===== src/hw/pulse_rate_regs.svh =====
// Purpose: register map, field layout and timing constants for the
//          pulse rate window counter
// Assumes: 32-bit APB, one aligned word per register
// Notes:   offsets are word indices; the byte address is four times each
`ifndef PULSE_RATE_REGS_SVH
`define PULSE_RATE_REGS_SVH

// settings block of one unit in host memory: base plus stride per unit
`define PRW_HOST_BASE_WORD   20000
`define PRW_HOST_UNIT_STRIDE 100

// per-input settings words, word index inside the unit's block
`define PRW_SETUP1_IDX 10'h01E
`define PRW_SETUP2_IDX 10'h026
`define PRW_SETUP3_IDX 10'h02E
`define PRW_SETUP4_IDX 10'h036

// read-only window counts, one per input
`define PRW_COUNT1_IDX 10'h040
`define PRW_COUNT2_IDX 10'h041
`define PRW_COUNT3_IDX 10'h042
`define PRW_COUNT4_IDX 10'h043

// settings word fields
`define PRW_DP_LSB     0
`define PRW_DP_MSB     3
`define PRW_PER_LSB    4
`define PRW_PER_MSB    7
`define PRW_SETUP_W    8
`define PRW_SETUP_RST  8'h00

// timing
`define PRW_SEC_NS       1000000000
`define PRW_CLK_NS       100
`define PRW_TICKS_PER_S  (`PRW_SEC_NS / `PRW_CLK_NS)

// window lengths in seconds per period code
`define PRW_PERIOD0_S 1
`define PRW_PERIOD1_S 3
`define PRW_PERIOD2_S 10
`define PRW_PERIOD3_S 30
`define PRW_PERIOD4_S 60

`endif


===== src/hw/pulse_rate_pkg.sv =====
// Purpose: shared types of the pulse rate window counter
// Assumes: constants live in pulse_rate_regs.svh
// Notes:   period codes follow the settings word encoding 0..4
package pulse_rate_pkg;
   typedef enum logic [3:0] {
      period_1s,
      period_3s,
      period_10s,
      period_30s,
      period_60s
   } period_code_t;
   typedef logic [7:0] setup_t;
endpackage


===== src/hw/pulse_window_channel.sv =====
// Purpose: one input's measurement window and pulse counter
// Assumes: sec_tick is a one-cycle pulse once per second
// Notes:   a period change takes effect at the next second boundary
`timescale 1ns/1ns
`include "pulse_rate_regs.svh"
module pulse_window_channel #(
   parameter int CNT_W = 32
) (
   // clock and reset
   input  wire logic                          clk,
   input  wire logic                          rst_n,
   // timing and pulses
   input  wire logic                          sec_tick,
   input  wire logic                          pulse_edge,
   input  wire pulse_rate_pkg::period_code_t  period_code,
   // result
   output logic [CNT_W-1:0]                   count_out,
   output logic                               window_done
);
   import pulse_rate_pkg::*;

   logic [5:0]       period_s;
   logic [5:0]       sec_cnt_reg;
   logic [5:0]       sec_cnt_next;
   logic [CNT_W-1:0] cnt_reg;
   logic [CNT_W-1:0] cnt_next;
   logic [CNT_W-1:0] edge_inc;
   wire              win_end;

   // unknown codes fall back to the one second window
   always_comb begin
      case (period_code)
         period_1s:  period_s = 6'(`PRW_PERIOD0_S); // RQ2
         period_3s:  period_s = 6'(`PRW_PERIOD1_S);
         period_10s: period_s = 6'(`PRW_PERIOD2_S);
         period_30s: period_s = 6'(`PRW_PERIOD3_S);
         period_60s: period_s = 6'(`PRW_PERIOD4_S);
         default:    period_s = 6'(`PRW_PERIOD0_S); // RQ4
      endcase
   end

   // >= so that shortening the period mid-window to sec_cnt_reg or below ends it at the next sec_tick
   assign win_end      = sec_tick && (sec_cnt_reg >= period_s - 6'h1); // RQ6
   assign sec_cnt_next = win_end ? 6'h0 :
                         (sec_tick ? sec_cnt_reg + 6'h1 : sec_cnt_reg);
   assign edge_inc     = {{(CNT_W-1){1'b0}}, pulse_edge};
   // a boundary edge is kept by the closing window, new one starts at 0
   assign cnt_next     = win_end ? {CNT_W{1'b0}} : cnt_reg + edge_inc; // RQ6

   always_ff @(posedge clk or negedge rst_n) begin
      if (!rst_n) begin
         sec_cnt_reg <= 6'h0;
         cnt_reg     <= '0;
         count_out   <= '0;
         window_done <= 1'b0;
      end else begin
         sec_cnt_reg <= sec_cnt_next;
         cnt_reg     <= cnt_next;
         window_done <= win_end;
         if (win_end) begin
            count_out <= cnt_reg + edge_inc; // RQ1
         end
      end
   end
endmodule


===== src/hw/pulse_rate_window_counter.sv =====
// Purpose: four-input pulse rate counter with per-input measurement window
// Assumes: 10 MHz ref_clk, APB master on the same clock
// Notes:   counts are raw pulses per window, no scaling applied here
//
// Contract
// [RQ1] count pulses over one whole window, report the raw count
// [RQ2] settings bits 7:4 pick window 1, 3, 10, 30 or 60 seconds
// [RQ3] settings bits 3:0 hold decimal point position 0 to 3
// [RQ4] period code left at reset value gives a one second window
// [RQ5] settings words sit at unit block offsets 30, 38, 46 and 54
// [RQ6] windows timed from own clock, boundary edges never lost
`timescale 1ns/1ns
`include "pulse_rate_regs.svh"
module pulse_rate_window_counter #(
   parameter int CNT_W       = 32,
   parameter int TICKS_PER_S = `PRW_TICKS_PER_S
) (
   // clock and reset
   input  wire logic              ref_clk,
   input  wire logic              arst_n,
   // apb slave
   input  wire logic              psel,
   input  wire logic              penable,
   input  wire logic              pwrite,
   input  wire logic [11:0]       paddr,
   input  wire logic [31:0]       pwdata,
   input  wire logic [3:0]        pstrb,
   output logic [31:0]            prdata,
   output logic                   pready,
   output logic                   pslverr,
   // pulse inputs from the field
   input  wire logic [3:0]        pulse_in,
   // per-input window results and decimal point positions
   output logic [3:0]             window_done,
   output logic [4*CNT_W-1:0]     count_flat,
   output logic [15:0]            dp_pos_flat
);
   import pulse_rate_pkg::*;

   localparam logic [9:0] SETUP_IDX [4] = '{
      `PRW_SETUP1_IDX, `PRW_SETUP2_IDX, `PRW_SETUP3_IDX, `PRW_SETUP4_IDX};
   localparam logic [9:0] COUNT_IDX [4] = '{
      `PRW_COUNT1_IDX, `PRW_COUNT2_IDX, `PRW_COUNT3_IDX, `PRW_COUNT4_IDX};
   localparam logic [31:0] TICK_LAST = 32'(TICKS_PER_S - 1);

   // reset release
   logic        rst_s1_reg;
   logic        rst_n;

   always_ff @(posedge ref_clk or negedge arst_n) begin
      if (!arst_n) begin
         rst_s1_reg <= 1'b0;
         rst_n      <= 1'b0;
      end else begin
         rst_s1_reg <= 1'b1;
         rst_n      <= rst_s1_reg;
      end
   end

   // pulse synchronisers and rising edge detect
   logic [3:0]  pin_s1_reg;
   logic [3:0]  pin_s2_reg;
   logic [3:0]  pin_prev_reg;
   wire  [3:0]  pulse_edge;

   always_ff @(posedge ref_clk or negedge rst_n) begin
      if (!rst_n) begin
         pin_s1_reg   <= 4'h0;
         pin_s2_reg   <= 4'h0;
         pin_prev_reg <= 4'h0;
      end else begin
         pin_s1_reg   <= pulse_in;
         pin_s2_reg   <= pin_s1_reg;
         pin_prev_reg <= pin_s2_reg;
      end
   end

   assign pulse_edge = pin_s2_reg & ~pin_prev_reg;

   // one second enable shared by all inputs; a free-running divider
   // means a new setting waits at most a second to take effect
   logic [31:0] tick_cnt_reg;
   logic [31:0] tick_cnt_next;
   wire         sec_tick;

   assign sec_tick      = (tick_cnt_reg == TICK_LAST); // RQ6
   assign tick_cnt_next = sec_tick ? 32'h0 : tick_cnt_reg + 32'h1;

   always_ff @(posedge ref_clk or negedge rst_n) begin
      if (!rst_n) begin
         tick_cnt_reg <= 32'h0;
      end else begin
         tick_cnt_reg <= tick_cnt_next;
      end
   end

   // settings words
   setup_t      setup_reg [4];
   logic [3:0]  setup_hit;
   logic [3:0]  count_hit;
   wire  [9:0]  widx;
   wire         setup_phase;
   wire         wr_access;
   wire         mapped;

   assign widx        = paddr[11:2];
   assign setup_phase = psel && !penable;
   assign wr_access   = psel && penable && pwrite && pstrb[0];
   assign mapped      = |{setup_hit, count_hit};

   genvar gi;
   generate
      for (gi = 0; gi < 4; gi++) begin : g_ch
         assign setup_hit[gi] = (widx == SETUP_IDX[gi]); // RQ5
         assign count_hit[gi] = (widx == COUNT_IDX[gi]);
         assign dp_pos_flat[gi*4 +: 4] =
            setup_reg[gi][`PRW_DP_MSB:`PRW_DP_LSB]; // RQ3

         always_ff @(posedge ref_clk or negedge rst_n) begin
            if (!rst_n) begin
               setup_reg[gi] <= `PRW_SETUP_RST; // RQ4
            end else if (wr_access && setup_hit[gi]) begin
               setup_reg[gi] <= pwdata[7:0]; // RQ2
            end
         end

         pulse_window_channel #(
            .CNT_W (CNT_W)
         ) u_chan (
            .clk         (ref_clk),
            .rst_n       (rst_n),
            .sec_tick    (sec_tick),
            .pulse_edge  (pulse_edge[gi]),
            .period_code (period_code_t'(
                            setup_reg[gi][`PRW_PER_MSB:`PRW_PER_LSB])),
            .count_out   (count_flat[gi*CNT_W +: CNT_W]),
            .window_done (window_done[gi])
         );
      end
   endgenerate

   // read mux, captured in the setup phase so prdata comes from a flop
   logic [31:0] rd_mux;

   always_comb begin
      rd_mux = 32'h0;
      for (int i = 0; i < 4; i++) begin
         if (setup_hit[i]) begin
            rd_mux = {24'h0, setup_reg[i]};
         end
         if (count_hit[i]) begin
            rd_mux = 32'(count_flat[i*CNT_W +: CNT_W]);
         end
      end
   end

   logic        err_reg;

   always_ff @(posedge ref_clk or negedge rst_n) begin
      if (!rst_n) begin
         prdata  <= 32'h0;
         err_reg <= 1'b0;
      end else if (setup_phase) begin
         prdata  <= pwrite ? 32'h0 : rd_mux;
         err_reg <= !mapped || (pwrite && |count_hit);
      end
   end

   // one wait-free access phase; errors only show with pready
   assign pready  = penable;
   assign pslverr = psel && penable && err_reg;
endmodule


===== config.mk =====
export PLATFORM = sky130hd
export DESIGN_NAME = pulse_rate_window_counter
export DESIGN_NICKNAME = d
export VERILOG_FILES = /design/src/hw/pulse_rate_pkg.sv /design/src/hw/pulse_window_channel.sv /design/src/hw/pulse_rate_window_counter.sv
export VERILOG_INCLUDE_DIRS = /design/src /design/src/hw
export SDC_FILE = /design/constraint.sdc
export NUM_CORES = 1
export LEC_CHECK = 0
export BUFFER_PORTS_ARGS = -buffer_cell sky130_fd_sc_hd__buf_2
export CAP_MARGIN = 20
export CORE_ASPECT_RATIO = 1.2
export CORE_MARGIN = 5
export CORE_UTILIZATION = 40
export DETAILED_ROUTE_END_ITERATION = 8
export PLACE_DENSITY = 0.56
export SLEW_MARGIN = 40
export SYNTH_ARGS = -nofsm -noshare
export SYNTH_HDL_FRONTEND = slang
export SYNTH_SLANG_ARGS = --single-unit

===== constraint.sdc =====
create_clock -name ref_clk -period 13.3 [get_ports ref_clk]
set_clock_uncertainty 0.05 [all_clocks]
set_input_delay 1.33 -clock ref_clk [delete_from_list [all_inputs] [get_ports ref_clk]]
set_output_delay 1.33 -clock ref_clk [all_outputs]
set_load 0.05 [all_outputs]

**Word-level counts from Yosys, hierarchy flattened**

Cells that the tools add are included.

- Logic and storage cells: 121
- Bits in registers: 395
- Input bits: 57

- Magnitude comparators: 4
- Equality and inequality tests: 25
- Reductions and logical operators: 23
- Bitwise gates (word level): 2
- Mux-type cells: 26
- $add $sub $neg: 13

Operator list:

| operator | number |
|---|---|
| two-way mux 32 bit | 13 |
| adder 32 x 1 -> 32 bit | 4 |
| case mux 6 bit (4 select lines) | 4 |
| two-way mux 6 bit | 8 |
| equality test 10 x 7 -> 1 bit (second input constant) | 4 |
| adder 32 x 1 -> 32 bit (second input constant) | 1 |
| equality test 32 x 24 -> 1 bit (second input constant) | 1 |
| equality test 4 x 2 -> 1 bit (second input constant) | 8 |
| equality test 10 x 6 -> 1 bit (second input constant) | 3 |
| adder 6 x 1 -> 6 bit (second input constant) | 4 |
| greater-or-equal comparator 6 bit | 4 |
| subtractor 6 x 1 -> 6 bit (second input constant) | 4 |
| equality test 4 x 1 -> 1 bit (second input constant) | 4 |
| equality test 4 x 3 -> 1 bit (second input constant) | 4 |
| logical AND 1 bit | 14 |
| equality test 10 x 5 -> 1 bit (second input constant) | 1 |
| two-way mux 8 bit | 1 |
| nonzero test 2 bit | 4 |
| OR reduction 8 bit | 1 |
| AND 4 bit | 1 |
| inverter 4 bit | 1 |
| OR reduction 4 bit | 1 |
| zero test 1 bit | 2 |
| logical OR 1 bit | 1 |

**Longest topological paths before layout**

- Depth in word-level cells: 10
- Mapped depth: 13

**By module**

From an unflattened synthesis, not the netlist that was laid out.

- Cell total of the unflattened synthesis: 1722
- Area total of the unflattened synthesis: 18524.0 µm²

Modules (own cells, without submodules):

| module | times used | cells an instance | area each (µm²) | sequential area each (µm²) |
|---|---|---|---|---|
| pulse_window_channel | 4 | 317 | 3204.3 | 1776.7 |
| pulse_rate_window_counter | 1 | 454 | 5706.7 | 2777.7 |

**Least setup slack after synthesis**

OpenSTA, ideal clock, no wires.

- Path kind: input-to-reg
- From: input port paddr[11]
- To: register setup_reg, in the netlist dp_pos_flat[4]
- Buffers on the path: 2
- Data arrival time: 3.112 ns
- Path slack: 10.013 ns
- Stages: 6
- Cell sequence: or4_4 -> or4_4 -> buf_6 -> or2_1 -> buf_6 -> mux2_4

- Longest elaborated chain between the ends: 2

Ends and longest elaborated chain:

| element | RTL line | RTL |
|---|---|---|
| from (decl) | pulse_rate_window_counter.sv:25 | `input wire logic [11:0] paddr,` |
| equality test 10 x 6 -> 1 bit | pulse_rate_window_counter.sv:114 | `assign setup_hit[gi] = (widx == SETUP_IDX[gi]);` |
| logical AND 1 bit | pulse_rate_window_counter.sv:122 | `end else if (wr_access && setup_hit[gi]) begin` |
| to (signal, indexed assignment) | pulse_rate_window_counter.sv:121 | `` setup_reg[gi] <= `PRW_SETUP_RST; `` |
| to (signal, indexed assignment) | pulse_rate_window_counter.sv:123 | `setup_reg[gi] <= pwdata[7:0];` |
| to (decl) | pulse_rate_window_counter.sv:98 | `setup_t setup_reg [4];` |

Every way passes these cells.
A chain may end at the register's enable or synchronous reset.

**Worst setup path in the final report**

- From: input port paddr[11]
- To: register setup_reg, in the netlist dp_pos_flat[14]

Same word-level chain as after synthesis.

==> results.json <==
{
  "yosys_warnings": 0,
  "total_power_uw": 2720,
  "setup_ws_ns": 10.06,
  "clk_path_buf_depth": 3,
  "fp-row-count": 85,
  "track_usage_pct": 20.6,
  "cp_cell_sequence": "buf_2, or4_4, nor4_1, nand2b_1, mux2_1",
  "drive_gt1_share_pct": 18.5,
  "pin_count": 239,
  "finalHoldViolCount": 0,
  "met2_usage_pct": 32.9,
  "routed_wl_um": 51500,
  "layout_common_cells": "dfrtp_1 (394), buf_2 (209), nand2_1 (207), nor2_1 (189), o21ai_0 (165)",
  "ys_seq_area_share_pct": 54.5,
  "path_max_fanout": 8,
  "status": "finished, final reports clean",
  "die_width_um": 204,
  "antenna_cells": 0,
  "gp_congestion": 0.843,
  "hold_buffers": 0,
  "reg2reg_to": "g_ch[3].u_chan.cnt_reg[9]",
  "ys.flop_type": "dfrtp_1",
  "maxSlewViolCount": 0,
  "layout_commonest_cell": "dfrtp_1",
  "dr.pass1.iters": 5,
  "cts_root_buf": "clkbuf_16",
  "worstReg2RegStart": "setup_reg[4]",
  "finalSetupViolCount": 0,
  "hpwl_um": 37400,
  "cp_slowest_stage_delay_ns": 0.64,
  "path_delay_family": "simple AND/OR/NAND/NOR gates",
  "switchingPower_uw": 636,
  "path_class": "input port to flip-flop",
  "max-vdd-ir-drop_mv": 0.0829,
  "max_freq_ghz": 0.309,
  "ys_async_sr_fraction_pct": 100,
  "pwr-share-comb_pct": 6.0,
  "portBuffers": 209,
  "insertion_delay_ns": 0.56,
  "p_per_area_mw_per_mm2": 127,
  "grt_max_degree": 98,
  "hp-class": "flip-flop to async pin",
  "ys_types": 56,
  "synth_edf_count": 0,
  "power_frac_clock_pct": 46.8,
  "grt_pass1_wl_um": 81100,
  "setup_tns_ns": 0,
  "seq_power_share_pct": 47.2,
  "grtUsageMet1_pct": 27.2,
  "required_ns": 13.68,
  "start_util_pct": 40.4,
  "wire_per_inst_um": 19.8,
  "grt-busiest-layer": "met2",
  "syn_inst": 1770,
  "numCtsBuffers": 43,
  "pre_cts_slack_ns": 9.54,
  "cp-end-kind": "flip-flop",
  "overflow": 0,
  "synth_seq_cells": 395,
  "coreArea_mm2": 0.0449,
  "syn_to_final_growth_pct": 17.9,
  "cts_max_level": 2,
  "critPathBufInv": 1,
  "synthesis.area_mm2": 0.0181,
  "post_cts_buffers": 0,
  "die_h_um": 243,
  "grt.met3_usage_pct": 6.02,
  "slowest_stage": "nor4_1",
  "num_vias": 14000,
  "cap_violations": 0,
  "period_share_pct": 24.3,
  "rrSetupSlack_ns": 10.25,
  "post_cts_resized": 0,
  "intPower_uw": 2080,
  "postRouteAntennaNets": 0,
  "grt_pass1_vias": 14000,
  "min_period_ns": 3.24,
  "clk_pin_slew_worst_paths_ns": 0.05,
  "maxSlewHeadroom_pct": 50.2,
  "cts_tree": "built",
  "avgSynthCellArea_um2": 10.2,
  "drc": 0,
  "cp-start-kind": "input port",
  "nets": 2065,
  "drt_iter0_markers": 709,
  "tightest_slew_ns": 0.740,
  "grt_setup_unrepaired": "no",
  "r2r_cells": 11,
  "routed_via_density": 5.35,
  "dieArea_mm2": 0.0497,
  "p_leak_uw": 0.0102,
  "cp_data_arrival_time_ns": 3.62,
  "swShare_pct": 23.4,
  "clkSinkCount": 395,
  "antenna_found_initial": 0,
  "synth_nets": 1868
}
-- synthesized netlist by cell type, types with 3 or more instances --
| library cell | count | area [um2] |
|---|---|---|
| inv_1 | 20 | 75.1 |
| or2_2 | 10 | 62.6 |
| xnor2_1 | 61 | 534 |
| nor2_1 | 194 | 728 |
| o21ai_0 | 165 | 826 |
| nor4_1 | 12 | 75.1 |
| or3_1 | 7 | 43.8 |
| a22oi_1 | 27 | 203 |
| dfrtp_1 | 395 | 9880 |
| xor2_1 | 92 | 806 |
| and2_1 | 20 | 125 |
| nand4b_1 | 4 | 35.0 |
| a21o_1 | 10 | 75.1 |
| buf_2 | 11 | 55.1 |
| a21oi_1 | 67 | 335 |
| and3b_1 | 3 | 26.3 |
| nand4_1 | 41 | 257 |
| nand2b_1 | 18 | 113 |
| a221oi_1 | 30 | 263 |
| and3_1 | 31 | 194 |
| nand3b_1 | 5 | 37.5 |
| a22o_1 | 10 | 87.6 |
| nand2_1 | 207 | 777 |
| buf_4 | 8 | 60.1 |
| nor2b_1 | 9 | 56.3 |
| and4_1 | 16 | 140 |
| a2bb2oi_1 | 7 | 61.3 |
| ha_1 | 41 | 513 |
| clkbuf_1 | 58 | 218 |
| o221ai_1 | 5 | 43.8 |
| a32o_1 | 5 | 50.1 |
| o31ai_1 | 6 | 45.0 |
| mux2_4 | 8 | 120 |
| mux2_2 | 31 | 349 |
| a211oi_1 | 5 | 37.5 |
| nand3_1 | 86 | 430 |
| or4_1 | 4 | 30.0 |
| nor4b_1 | 4 | 35.0 |
| nor3_1 | 15 | 75.1 |
-- power groups by stage --
stage	logic (uW)	clock network [uW]	registers, uW
final	162	1270	1280
after global routing	185	1360	1290
after CTS	165	1310	1280
after detailed placement	164	0	1300
after global placement	156	0	1300
after floorplan	76.7	0	1330
-- layer usage --
| metal | share of wire, % | wire length, um | vias up |
|---|---|---|---|
| li1 | - | - | 6593 |
| met1 | 43 | 22000 | 6908 |
| met2 | 46 | 23800 | 357 |
| met3 | 7.5 | 3880 | 95 |
| met4 | 3.5 | 1790 | 0 |
| met5 | 0 | 0 | - |
-- final cells by class --
cell class | instances | area [um2]
clock buffers | 63 | 1280
clock inverters | 13 | 225
fillers | 4324 | 23500
inverters | 20 | 75.1
multi-input cells | 1276 | 7880
flip-flops and latches | 395 | 9890
well taps | 609 | 762
repair buffers | 231 | 1270
-- worst max-delay path by stage --
stage / startpoint / end / slack (ns) / cells past startpoint
after floorplan: rst_n / dp_pos_flat[0] / 1.43 / 0
after global placement: paddr[11] / dp_pos_flat[13] / 9.55 / 5
after detailed placement: paddr[11] / dp_pos_flat[14] / 9.54 / 5
after CTS: psel / pslverr / 10.08 / 3
after global routing: setup_reg[21] / g_ch[1].u_chan.count_out[0] / 9.98 / 11
final: paddr[11] / dp_pos_flat[14] / 10.06 / 5
-- kinds of logic after synthesis --
kind of cell | count (synthesis) | synth area share (%)
AOI/OAI and AO/OA | 340 | 11.3
xor gates and xnor gates | 153 | 7.39
adders and majority gates | 41 | 2.83
buffers and inverters | 99 | 2.37
DFF | 395 | 54.5
muxes | 41 | 2.71
other | 1 | 0.0207
and+or+nand+nor | 700 | 18.9
-- through the flow --
step	hold slack (ns)	cell area (um2)	instances	utilization, %
6_report	0.235	21400	2607	47.6
5_1_grt	0.292	21400	2607	47.6
4_1_cts	0.262	21400	2607	47.6
3_5_place_dp	0.258	19900	2531	44.2
3_3_place_gp	0.286	19800	2529	44.1
2_1_floorplan	0.281	18100	1770	-
No activity file was read; power rests on OpenSTA's default activity.
